--- config.mk ---
export PLATFORM = sky130hd
export DESIGN_NAME = frcct_timer
export DESIGN_NICKNAME = d
export VERILOG_FILES = /design/src/rtl/frcct_pkg.sv /design/src/rtl/frcct_edge_if.sv /design/src/rtl/frcct_edge_sync.sv /design/src/rtl/frcct_timer.sv
export SDC_FILE = /design/constraint.sdc
export NUM_CORES = 1
export LEC_CHECK = 0
export ABC_CLOCK_PERIOD_IN_PS = 8100
export BUFFER_PORTS_ARGS = -buffer_cell sky130_fd_sc_hd__buf_2
export CORE_UTILIZATION = 40
export DETAILED_ROUTE_END_ITERATION = 8
export PLACE_DENSITY = 0.58
export REMOVE_ABC_BUFFERS = 1
export SLEW_MARGIN = 20
export SYNTH_ARGS = -nofsm -noshare
export SYNTH_HDL_FRONTEND = slang
export SYNTH_SLANG_ARGS = --single-unit
--- constraint.sdc ---
create_clock -name ref_clk -period 8.1 [get_ports ref_clk]
set_input_delay 0.81 -clock ref_clk [delete_from_list [all_inputs] [get_ports ref_clk]]
set_output_delay 0.81 -clock ref_clk [all_outputs]
set_load 0.02 [all_outputs]
--- src/rtl/frcct_pkg.sv ---
// constants shared by the free-running capture/compare timer files
`default_nettype none

package frcct_pkg;

    // ****************************************************************
    // register byte offsets on the apb bus
    // ****************************************************************
    localparam logic [7:0] OFF_CTRL0 = 8'h00;   // count enable, clock select
    localparam logic [7:0] OFF_CTRL1 = 8'h04;   // mode select field
    localparam logic [7:0] OFF_IOC0 = 8'h08;    // output enable and level bits
    localparam logic [7:0] OFF_IOC1 = 8'h0C;    // capture edge select
    localparam logic [7:0] OFF_OPT0 = 8'h10;    // overflow flag, capture selects
    localparam logic [7:0] OFF_CCR0 = 8'h14;    // capture/compare 0
    localparam logic [7:0] OFF_CCR1 = 8'h18;    // capture/compare 1
    localparam logic [7:0] OFF_COUNT = 8'h1C;   // live counter, read only

    // ****************************************************************
    // field positions
    // ****************************************************************
    localparam int CTRL0_CE_POS = 7;            // count enable bit
    localparam int CTRL0_CKS_LSB = 0;           // 3-bit prescaler select
    localparam int IOC0_OE0_POS = 0;            // output enable 0
    localparam int IOC0_OL0_POS = 1;            // output level 0
    localparam int IOC0_OE1_POS = 2;            // output enable 1
    localparam int IOC0_OL1_POS = 3;            // output level 1
    localparam int IOC1_SEL0_LSB = 0;           // edge select ch 0, 2 bits
    localparam int IOC1_SEL1_LSB = 2;           // edge select ch 1, 2 bits
    localparam int OPT0_OVF_POS = 0;            // overflow flag
    localparam int OPT0_CCS0_POS = 4;           // capture select 0
    localparam int OPT0_CCS1_POS = 5;           // capture select 1

    // ****************************************************************
    // encodings and reset values
    // ****************************************************************
    localparam logic [2:0] MODE_FREE_RUN = 3'h5;    // binary 101
    localparam logic [2:0] MODE_RESET = 3'h0;
    localparam logic [1:0] EDGE_NONE = 2'h0;        // no edge detected
    localparam logic [1:0] EDGE_RISE = 2'h1;
    localparam logic [1:0] EDGE_FALL = 2'h2;
    localparam logic [1:0] EDGE_BOTH = 2'h3;
    localparam logic [15:0] COUNT_INIT = 16'hFFFF;  // value held while stopped
    localparam logic [15:0] COUNT_TOP = 16'hFFFF;   // last value before wrap
    localparam logic [15:0] CCR_RESET = 16'h0000;
    localparam logic [2:0] CKS_RESET = 3'h0;

endpackage : frcct_pkg

`default_nettype wire

--- src/rtl/frcct_edge_if.sv ---
// edge select and detected-edge pulse between timer core and input stage
`timescale 1ns/1ps
`default_nettype none

interface frcct_edge_if;
    logic [1:0] sel;    // which edge counts as valid
    logic edge_hit;     // one-cycle pulse on a valid edge

    // ****************************************************************
    // modports
    // ****************************************************************
    modport core (output sel, input edge_hit);
    modport detector (input sel, output edge_hit);
endinterface : frcct_edge_if

`default_nettype wire

--- src/rtl/frcct_edge_sync.sv ---
// pin synchroniser with filtered edge detection for one capture input
`timescale 1ns/1ps
`default_nettype none

module frcct_edge_sync
    import frcct_pkg::*;
(
    // clock and reset
    input wire logic ref_clk,
    input wire logic nrst,
    // capture pin, asynchronous
    input wire logic pin,
    // select in, edge pulse out
    frcct_edge_if.detector bus
);

    logic sync1;    // first stage, read only by sync2
    logic sync2;
    logic sync3;
    logic level;    // accepted pin level
    logic primed;   // first agreement only loads level

    // ****************************************************************
    // three-stage synchroniser
    // ****************************************************************
    always_ff @(posedge ref_clk)
    begin
        if (!nrst)
        begin
            sync1 <= 1'b0;
            sync2 <= 1'b0;
            sync3 <= 1'b0;
        end
        else
        begin
            sync1 <= pin;
            sync2 <= sync1;
            sync3 <= sync2;
        end
    end

    // ****************************************************************
    // accepted level and edge pulse
    // ****************************************************************
    // a change counts only once stages two and three agree; the first
    // agreement after reset loads the level from the reset-cleared stages, so a pin that
    // sits high through reset still gives a rising edge once it reaches stage three
    always_ff @(posedge ref_clk)
    begin
        if (!nrst)
        begin
            level <= 1'b0;
            primed <= 1'b0;
            bus.edge_hit <= 1'b0;
        end
        else
        begin
            bus.edge_hit <= 1'b0;
            if (sync2 == sync3)
            begin
                primed <= 1'b1;
                level <= sync3;
                if (primed && (sync3 != level))
                begin
                    case (bus.sel)
                        EDGE_RISE: bus.edge_hit <= sync3;
                        EDGE_FALL: bus.edge_hit <= !sync3;
                        EDGE_BOTH: bus.edge_hit <= 1'b1;
                        default: bus.edge_hit <= 1'b0;
                    endcase
                end
            end
        end
    end

endmodule // frcct_edge_sync

`default_nettype wire

--- src/rtl/frcct_timer.sv ---
// free-running 16-bit capture/compare timer channel with apb registers
`timescale 1ns/1ps
`default_nettype none

module frcct_timer
    import frcct_pkg::*;
#(
    parameter int ADDR_W = 8    // apb address width
)
(
    // clock and reset
    input wire logic ref_clk,
    input wire logic nrst,
    // apb slave
    input wire logic psel,
    input wire logic penable,
    input wire logic pwrite,
    input wire logic [ADDR_W-1:0] paddr,
    input wire logic [31:0] pwdata,
    input wire logic [3:0] pstrb,
    output logic [31:0] prdata,
    output logic pready,
    output logic pslverr,
    // capture input pins
    input wire logic capture_input_0,
    input wire logic capture_input_1,
    // timer output pins
    output logic timer_out_0,
    output logic timer_out_1,
    // event pulses
    output logic overflow_irq,
    output logic [1:0] match_capture_irq
);

    // ****************************************************************
    // declarations
    // ****************************************************************
    logic count_enable_bit;         // software run request
    logic [2:0] clk_sel;            // count clock = ref_clk / 2**clk_sel
    logic [2:0] mode_select_field;  // channel mode
    logic [1:0] output_enable_bit;  // per output pin
    logic [1:0] output_level_bit;   // per output pin
    logic [3:0] edge_cfg;           // two bits per capture input
    logic [1:0] capture_select;     // 1 = capture, 0 = compare
    logic overflow_flag;            // sticky overflow
    logic [15:0] capture_compare_reg [2];
    logic [15:0] count;             // the 16-bit counter
    logic started;                  // first count clock seen since start
    logic [7:0] presc;              // prescaler
    logic run_d;                    // run one cycle ago
    logic [1:0] toggle;             // inversion state of each output
    logic run;                      // channel counting
    logic start;                    // first cycle of run
    logic tick;                     // one count clock
    logic ovf_event;                // counter wraps this cycle
    logic [1:0] match;              // compare hits this cycle
    logic [1:0] capture;            // capture strobes this cycle
    logic [1:0] edge_hit;           // valid edges from input stage
    logic acc_write;                // apb write takes effect
    logic setup;                    // apb setup phase
    logic [7:0] waddr;              // word address, low byte

    frcct_edge_if edge_bus [2] ();

    // ****************************************************************
    // helper functions
    // ****************************************************************
    // prescaler mask for a clock select value
    function automatic logic [7:0] presc_mask(input logic [2:0] sel);
        presc_mask = 8'((9'h001 << sel) - 9'h001);
    endfunction

    // register hit check, used by the write decoders; the read mux cases on waddr directly
    function automatic logic reg_hit(input logic [7:0] addr, input logic [7:0] off);
        reg_hit = (addr == off);
    endfunction

    // ****************************************************************
    // run control and count clock
    // ****************************************************************
    assign run = count_enable_bit && (mode_select_field == MODE_FREE_RUN);
    assign start = run && !run_d;
    assign tick = run && ((presc & presc_mask(clk_sel)) == presc_mask(clk_sel));
    assign ovf_event = tick && started && (count == COUNT_TOP);

    // remember run to find the enabling edge
    always_ff @(posedge ref_clk)
    begin
        if (!nrst)
            run_d <= 1'b0;
        else
            run_d <= run;
    end

    // prescaler restarts with each enable so the first count clock is
    // one full period after the start; a stop freezes it at zero
    always_ff @(posedge ref_clk)
    begin
        if (!nrst)
            presc <= 8'h00;
        else if (!run || tick)
            presc <= 8'h00;
        else
            presc <= presc + 8'h01;
    end

    // ****************************************************************
    // the 16-bit counter
    // ****************************************************************
    // counter sits at FFFFH while stopped and rolls to 0000H on the
    // first count clock; that first roll is not an overflow
    always_ff @(posedge ref_clk)
    begin
        if (!nrst)
            count <= COUNT_INIT;
        else if (!run)
            count <= COUNT_INIT;
        else if (tick)
            count <= count + 16'h0001;
    end

    // first count clock marker, keeps the start roll quiet
    always_ff @(posedge ref_clk)
    begin
        if (!nrst)
            started <= 1'b0;
        else if (!run)
            started <= 1'b0;
        else if (tick)
            started <= 1'b1;
    end

    // ****************************************************************
    // compare and capture events
    // ****************************************************************
    // the match fires at the count clock after the counter reached the
    // register value; the register is compared live, never buffered
    generate
        for (genvar m = 0; m < 2; m++)
        begin : g_chan
            assign edge_bus[m].sel = edge_cfg[2*m +: 2];
            assign edge_hit[m] = edge_bus[m].edge_hit;
            assign match[m] = tick && started && !capture_select[m]
                && (count == capture_compare_reg[m]);
            assign capture[m] = run && capture_select[m] && edge_hit[m];
        end
    endgenerate

    frcct_edge_sync u_sync0
    (
        .ref_clk(ref_clk),
        .nrst(nrst),
        .pin(capture_input_0),
        .bus(edge_bus[0])
    );

    frcct_edge_sync u_sync1
    (
        .ref_clk(ref_clk),
        .nrst(nrst),
        .pin(capture_input_1),
        .bus(edge_bus[1])
    );

    // ****************************************************************
    // event pulses
    // ****************************************************************
    always_ff @(posedge ref_clk)
    begin
        if (!nrst)
        begin
            overflow_irq <= 1'b0;
            match_capture_irq <= 2'h0;
        end
        else
        begin
            overflow_irq <= ovf_event;
            match_capture_irq <= match | capture;
        end
    end

    // ****************************************************************
    // timer output pins
    // ****************************************************************
    // toggle is cleared while stopped, so a stopped pin shows the plain
    // level bit; enable sets it, which inverts each enabled pin two cycles after run rises
    always_ff @(posedge ref_clk)
    begin
        if (!nrst)
            toggle <= 2'h0;
        else if (!run)
            toggle <= 2'h0;
        else if (start)
            toggle <= 2'h3;
        else
            toggle <= toggle ^ match;
    end

    // pins are registered, one cycle behind the toggle state
    always_ff @(posedge ref_clk)
    begin
        if (!nrst)
        begin
            timer_out_0 <= 1'b0;
            timer_out_1 <= 1'b0;
        end
        else
        begin
            timer_out_0 <= output_level_bit[0] ^ (output_enable_bit[0] & toggle[0]);
            timer_out_1 <= output_level_bit[1] ^ (output_enable_bit[1] & toggle[1]);
        end
    end

    // ****************************************************************
    // apb decode
    // ****************************************************************
    assign setup = psel && !penable;
    assign acc_write = psel && penable && pwrite;
    assign waddr = {paddr[7:2], 2'b00};
    assign pready = 1'b1;                       // zero wait states

    // ****************************************************************
    // control registers
    // ****************************************************************
    always_ff @(posedge ref_clk)
    begin
        if (!nrst)
        begin
            count_enable_bit <= 1'b0;
            clk_sel <= CKS_RESET;
            mode_select_field <= MODE_RESET;
            output_enable_bit <= 2'h0;
            output_level_bit <= 2'h0;
            edge_cfg <= {EDGE_NONE, EDGE_NONE};
            capture_select <= 2'h0;
        end
        else if (acc_write && pstrb[0])
        begin
            if (reg_hit(waddr, OFF_CTRL0))
            begin
                count_enable_bit <= pwdata[CTRL0_CE_POS];
                clk_sel <= pwdata[CTRL0_CKS_LSB +: 3];
            end
            if (reg_hit(waddr, OFF_CTRL1))
                mode_select_field <= pwdata[2:0];
            if (reg_hit(waddr, OFF_IOC0))
            begin
                output_enable_bit <= {pwdata[IOC0_OE1_POS], pwdata[IOC0_OE0_POS]};
                output_level_bit <= {pwdata[IOC0_OL1_POS], pwdata[IOC0_OL0_POS]};
            end
            if (reg_hit(waddr, OFF_IOC1))
                edge_cfg <= {pwdata[IOC1_SEL1_LSB +: 2], pwdata[IOC1_SEL0_LSB +: 2]};
            if (reg_hit(waddr, OFF_OPT0))
                capture_select <= {pwdata[OPT0_CCS1_POS], pwdata[OPT0_CCS0_POS]};
        end
    end

    // ****************************************************************
    // overflow flag
    // ****************************************************************
    // software writing 1 never sets it; a clear in the same cycle as a
    // wrap loses, so an overflow is never dropped by a clear
    always_ff @(posedge ref_clk)
    begin
        if (!nrst)
            overflow_flag <= 1'b0;
        else if (ovf_event)
            overflow_flag <= 1'b1;
        else if (acc_write && pstrb[0] && reg_hit(waddr, OFF_OPT0) && !pwdata[OPT0_OVF_POS])
            overflow_flag <= 1'b0;
    end

    // ****************************************************************
    // capture/compare registers
    // ****************************************************************
    // capture beats a software write in the same cycle
    generate
        for (genvar m = 0; m < 2; m++)
        begin : g_ccr
            always_ff @(posedge ref_clk)
            begin
                if (!nrst)
                    capture_compare_reg[m] <= CCR_RESET;
                else if (capture[m])
                    capture_compare_reg[m] <= count;
                else if (acc_write && reg_hit(waddr, (m == 0) ? OFF_CCR0 : OFF_CCR1))
                begin
                    if (pstrb[0])
                        capture_compare_reg[m][7:0] <= pwdata[7:0];
                    if (pstrb[1])
                        capture_compare_reg[m][15:8] <= pwdata[15:8];
                end
            end
        end
    endgenerate

    // ****************************************************************
    // read data and error response
    // ****************************************************************
    // read data is registered in the setup phase; unmapped addresses
    // answer zero with pslverr in the access phase
    always_ff @(posedge ref_clk)
    begin
        if (!nrst)
        begin
            prdata <= 32'h00000000;
            pslverr <= 1'b0;
        end
        else if (setup)
        begin
            pslverr <= 1'b0;
            prdata <= 32'h00000000;
            case (waddr)
                OFF_CTRL0: prdata <= {24'h000000, count_enable_bit, 4'h0, clk_sel};
                OFF_CTRL1: prdata <= {29'h00000000, mode_select_field};
                OFF_IOC0: prdata <= {28'h0000000, output_level_bit[1], output_enable_bit[1],
                    output_level_bit[0], output_enable_bit[0]};
                OFF_IOC1: prdata <= {28'h0000000, edge_cfg};
                OFF_OPT0: prdata <= {26'h0000000, capture_select, 3'h0, overflow_flag};
                OFF_CCR0: prdata <= {16'h0000, capture_compare_reg[0]};
                OFF_CCR1: prdata <= {16'h0000, capture_compare_reg[1]};
                OFF_COUNT: prdata <= {16'h0000, count};
                default: pslverr <= 1'b1;
            endcase
            if (paddr[1:0] != 2'b00)
                pslverr <= 1'b1;
        end
    end

endmodule // frcct_timer

`default_nettype wire

==> impl_metrics.yaml <==
outcome:
  status: "finished clean"
power:
  power_density_nw_per_um2: 176
  ir_worst_vdd_mv: 0.135
  internal-power_uw: 840
  p_leak_nw: 2.33
  p_seq_share_pct: 53.8
  clockPowerShare_pct: 39.5
  p_comb_share_pct: 6.7
  p_sw_uw: 255
  swShare_pct: 23.3
  finalPower_mw: 1.10
timing:
  final.period_utilization_pct: 38.6
  finalSetupViolations: 0
  tightestPinTransition_ns: 0.750
  period_minus_slack_ns: 3.12
  grt_setup_unrepaired: "false"
  finalSetupTns_ns: 0
  max_freq_mhz: 320
  relSlewSlack_pct: 50.0
  hold_violations: 0
  final.setup_skew_ns: 0.00948
  slew_violations: 0
critical_path:
  cp_common_cell: "or3_1"
  r2r_slack_ns: 4.99
  crit_fanout: 10
  required_ns: 8.11
  criticalPathCategory: "input pin to flip-flop"
  r2r_end: "count[10]"
  max_stage_delay_ns: 0.64
  worstReg2RegStart: "clk_sel[2]"
  reg2reg_depth: 8
  path_cells: "buf_2 > or3_1 > or2_1 > nor3_1 > nor3b_2 > or3_1"
  worst_setup_path_end_kind: "flip-flop"
  crit_slowest_cell: "nor3b_2"
  arrival_ns: 3.14
  worst_setup_path_start_kind: "input pin"
yosys:
  ys_seq_area_share_pct: 44.5
  ys.flop_type: "dfxtp_1"
  async_flop_share_pct: 0
  ys_warn_count: 0
  synth_edf_count: 32
  synth_cells: 598
  ys_ff_latch: 111
  syn-mean-instance-area_um2: 9.55
  synth.distinct_cells: 62
  synth_area_um2: 5710
cells_and_area:
  synthToLayoutAreaGrowth_pct: 9.05
  largest_reg_flops: 32
  n_fill_cell: 1369
  drive_above_1_share_pct: 16.6
  layout.nets: 671
  n_antenna_cell: 0
  ff_latch_area_um2: 2540
  multiInputGateArea_um2: 2860
cts:
  clkSinkCount: 111
  path_clk_slew_ns: 0.07
  clkLatencyLatePin_ns: 0.36
  numCtsBuffers: 9
  cts_setup_buffers: 0
  ctsResizeCount: 0
  cts-htree-levels: 3
  ctsLongestPathBuffers: 2
  cts_tree: "built"
  hold_buffers: 0
  cts_root_buf: "clkbuf_16"
place:
  port_buffers: 54
  gp_congestion: 0.877
  hpwl_um: 10200
die:
  die_h_um: 121
  io_pins: 90
  fp.dieW_um: 121
  coreArea_um2: 13900
  row_count: 43
  initial_core_util_pct: 41.1
  design.die.area_um2: 14800
routing:
  viasPerCell: 5.58
  wl_um: 14300
  drcViolationCount: 0
  drt_first_pass_iters: 5
  wire_per_inst_um: 17.8
  drt_iter0_drc: 340
  ant_nets: 0
  vias: 4474
grt:
  grt_pass1_vias: 4304
  grt_overflow: 0
  grt_antenna_before_repair: 0
  grt_pass1_wl_um: 22600
  grt_max_degree: 45
  track_usage_pct: 20.4
hold_path:
  min_path_cells: 1
  hold_path.class: "flip-flop to flip-flop"
  hp-start: "run_d"
  min_to: "toggle[1]"
run:
  max_cap_viol_count: 0
[worst max path at each step]
stage,slack (ns),to,startpoint
after floorplan,5.29,capture_compare_reg[1][10],paddr[5]
after global placement,4.68,capture_compare_reg[1][13],paddr[5]
after detailed placement,4.63,capture_compare_reg[1][15],paddr[5]
after CTS,4.99,count[10],clk_sel[2]
after global routing,4.79,count[12],clk_sel[2]
final,4.98,capture_compare_reg[1][12],paddr[5]
[synthesized netlist by cell type, types with 5 or more instances]
| cell type | number | share of area [%] |
|---|---|---|
| a21oi_1 | 24 | 2.1 |
| and2_1 | 7 | 0.77 |
| edfxtp_1 | 32 | 17 |
| nor4_1 | 5 | 0.55 |
| nand4_1 | 12 | 1.3 |
| nor2_1 | 65 | 4.3 |
| nand3_1 | 38 | 3.3 |
| clkbuf_1 | 33 | 2.2 |
| mux4_2 | 5 | 2.0 |
| xnor2_1 | 28 | 4.3 |
| or4_1 | 5 | 0.66 |
| nand2_1 | 43 | 2.8 |
| and3_1 | 12 | 1.3 |
| o31ai_1 | 7 | 0.92 |
| mux2_2 | 13 | 2.6 |
| a22o_1 | 28 | 4.3 |
| nor3_1 | 11 | 0.96 |
| buf_4 | 19 | 2.5 |
| a22oi_1 | 16 | 2.1 |
| or3_1 | 8 | 0.88 |
| dfxtp_1 | 79 | 28 |
| xor2_1 | 21 | 3.2 |
| o21ai_0 | 10 | 0.88 |
| mux2i_1 | 13 | 2.3 |
| buf_2 | 8 | 0.70 |
[placed cells by master (no fill, tap or decap), types with 11 or more instances in the layout]
cell type / Yosys / routed
a21oi_1: 24 / 24
a22o_1: 28 / 28
a22oi_1: 16 / 16
and3_1: 12 / 12
buf_2: 8 / 54
conb_1: 2 / 17
dfxtp_1: 79 / 79
edfxtp_1: 32 / 32
mux2_2: 13 / 13
mux2i_1: 13 / 13
nand2_1: 43 / 43
nand3_1: 38 / 38
nand4_1: 12 / 12
nor2_1: 65 / 65
nor3_1: 11 / 11
xnor2_1: 28 / 28
xor2_1: 21 / 21
[worst max-delay path, delay by kind of cell]
family        cells  cell delay, ns
simple gates      5            2.24
buf+inv           1            0.09
[per-layer routing]
| metal | vias up | track usage (%) | part of all wire (%) |
|---|---|---|---|
| met5 | - | 0 | 0 |
| met4 | 0 | 6.10 | 1.8 |
| met3 | 22 | 5.36 | 5.4 |
| met2 | 148 | 32.6 | 47 |
| met1 | 2149 | 26.8 | 46 |
| li1 | 2155 | - | - |
[cell type report]
type | instances | share of cell area [%]
clock buffers | 13 | 4.34
clock inverters | 3 | 0.261
inverters | 6 | 0.362
multi-input cells | 432 | 45.9
flip-flops and latches | 111 | 40.8
well taps | 180 | 3.62
repair buffers | 57 | 4.70
[per-stage QoR]
step | std cells | worst slack, ns | hold slack [ns] | utilization (%) | area [um^2]
2_1_floorplan | 549 | 5.29 | 0.408 | - | 5420
3_3_place_gp | 786 | 4.68 | 0.421 | 42.8 | 5940
3_5_place_dp | 786 | 4.63 | 0.429 | 42.8 | 5940
4_1_cts | 802 | 4.99 | 0.444 | 44.9 | 6230
5_1_grt | 802 | 4.79 | 0.457 | 44.9 | 6230
6_report | 802 | 4.98 | 0.436 | 44.9 | 6230
[power groups by stage]
stage / combinational (mW) / sequential (mW) / clock, mW
floorplan: 0.0400 / 0.601 / 0
global placement: 0.0721 / 0.602 / 0
detailed placement: 0.0726 / 0.602 / 0
CTS: 0.0729 / 0.590 / 0.443
global route: 0.0790 / 0.591 / 0.466
finish: 0.0732 / 0.590 / 0.432
[kinds of logic (layout without fill, tap and decap cells)]
| kind of cell | count (synthesis) | count (layout) | synth area share (%) |
|---|---|---|---|
| fa+ha+maj | 3 | 3 | 0.657 |
| xor+xnor | 50 | 50 | 7.80 |
| compound gates | 102 | 102 | 13.2 |
| other cells | 2 | 17 | 0.132 |
| simple gates | 229 | 229 | 20.5 |
| flops | 111 | 111 | 44.5 |
| buf+inv | 70 | 79 | 6.42 |
| mux | 31 | 31 | 6.81 |
No activity file was read; power rests on OpenSTA's default activity.
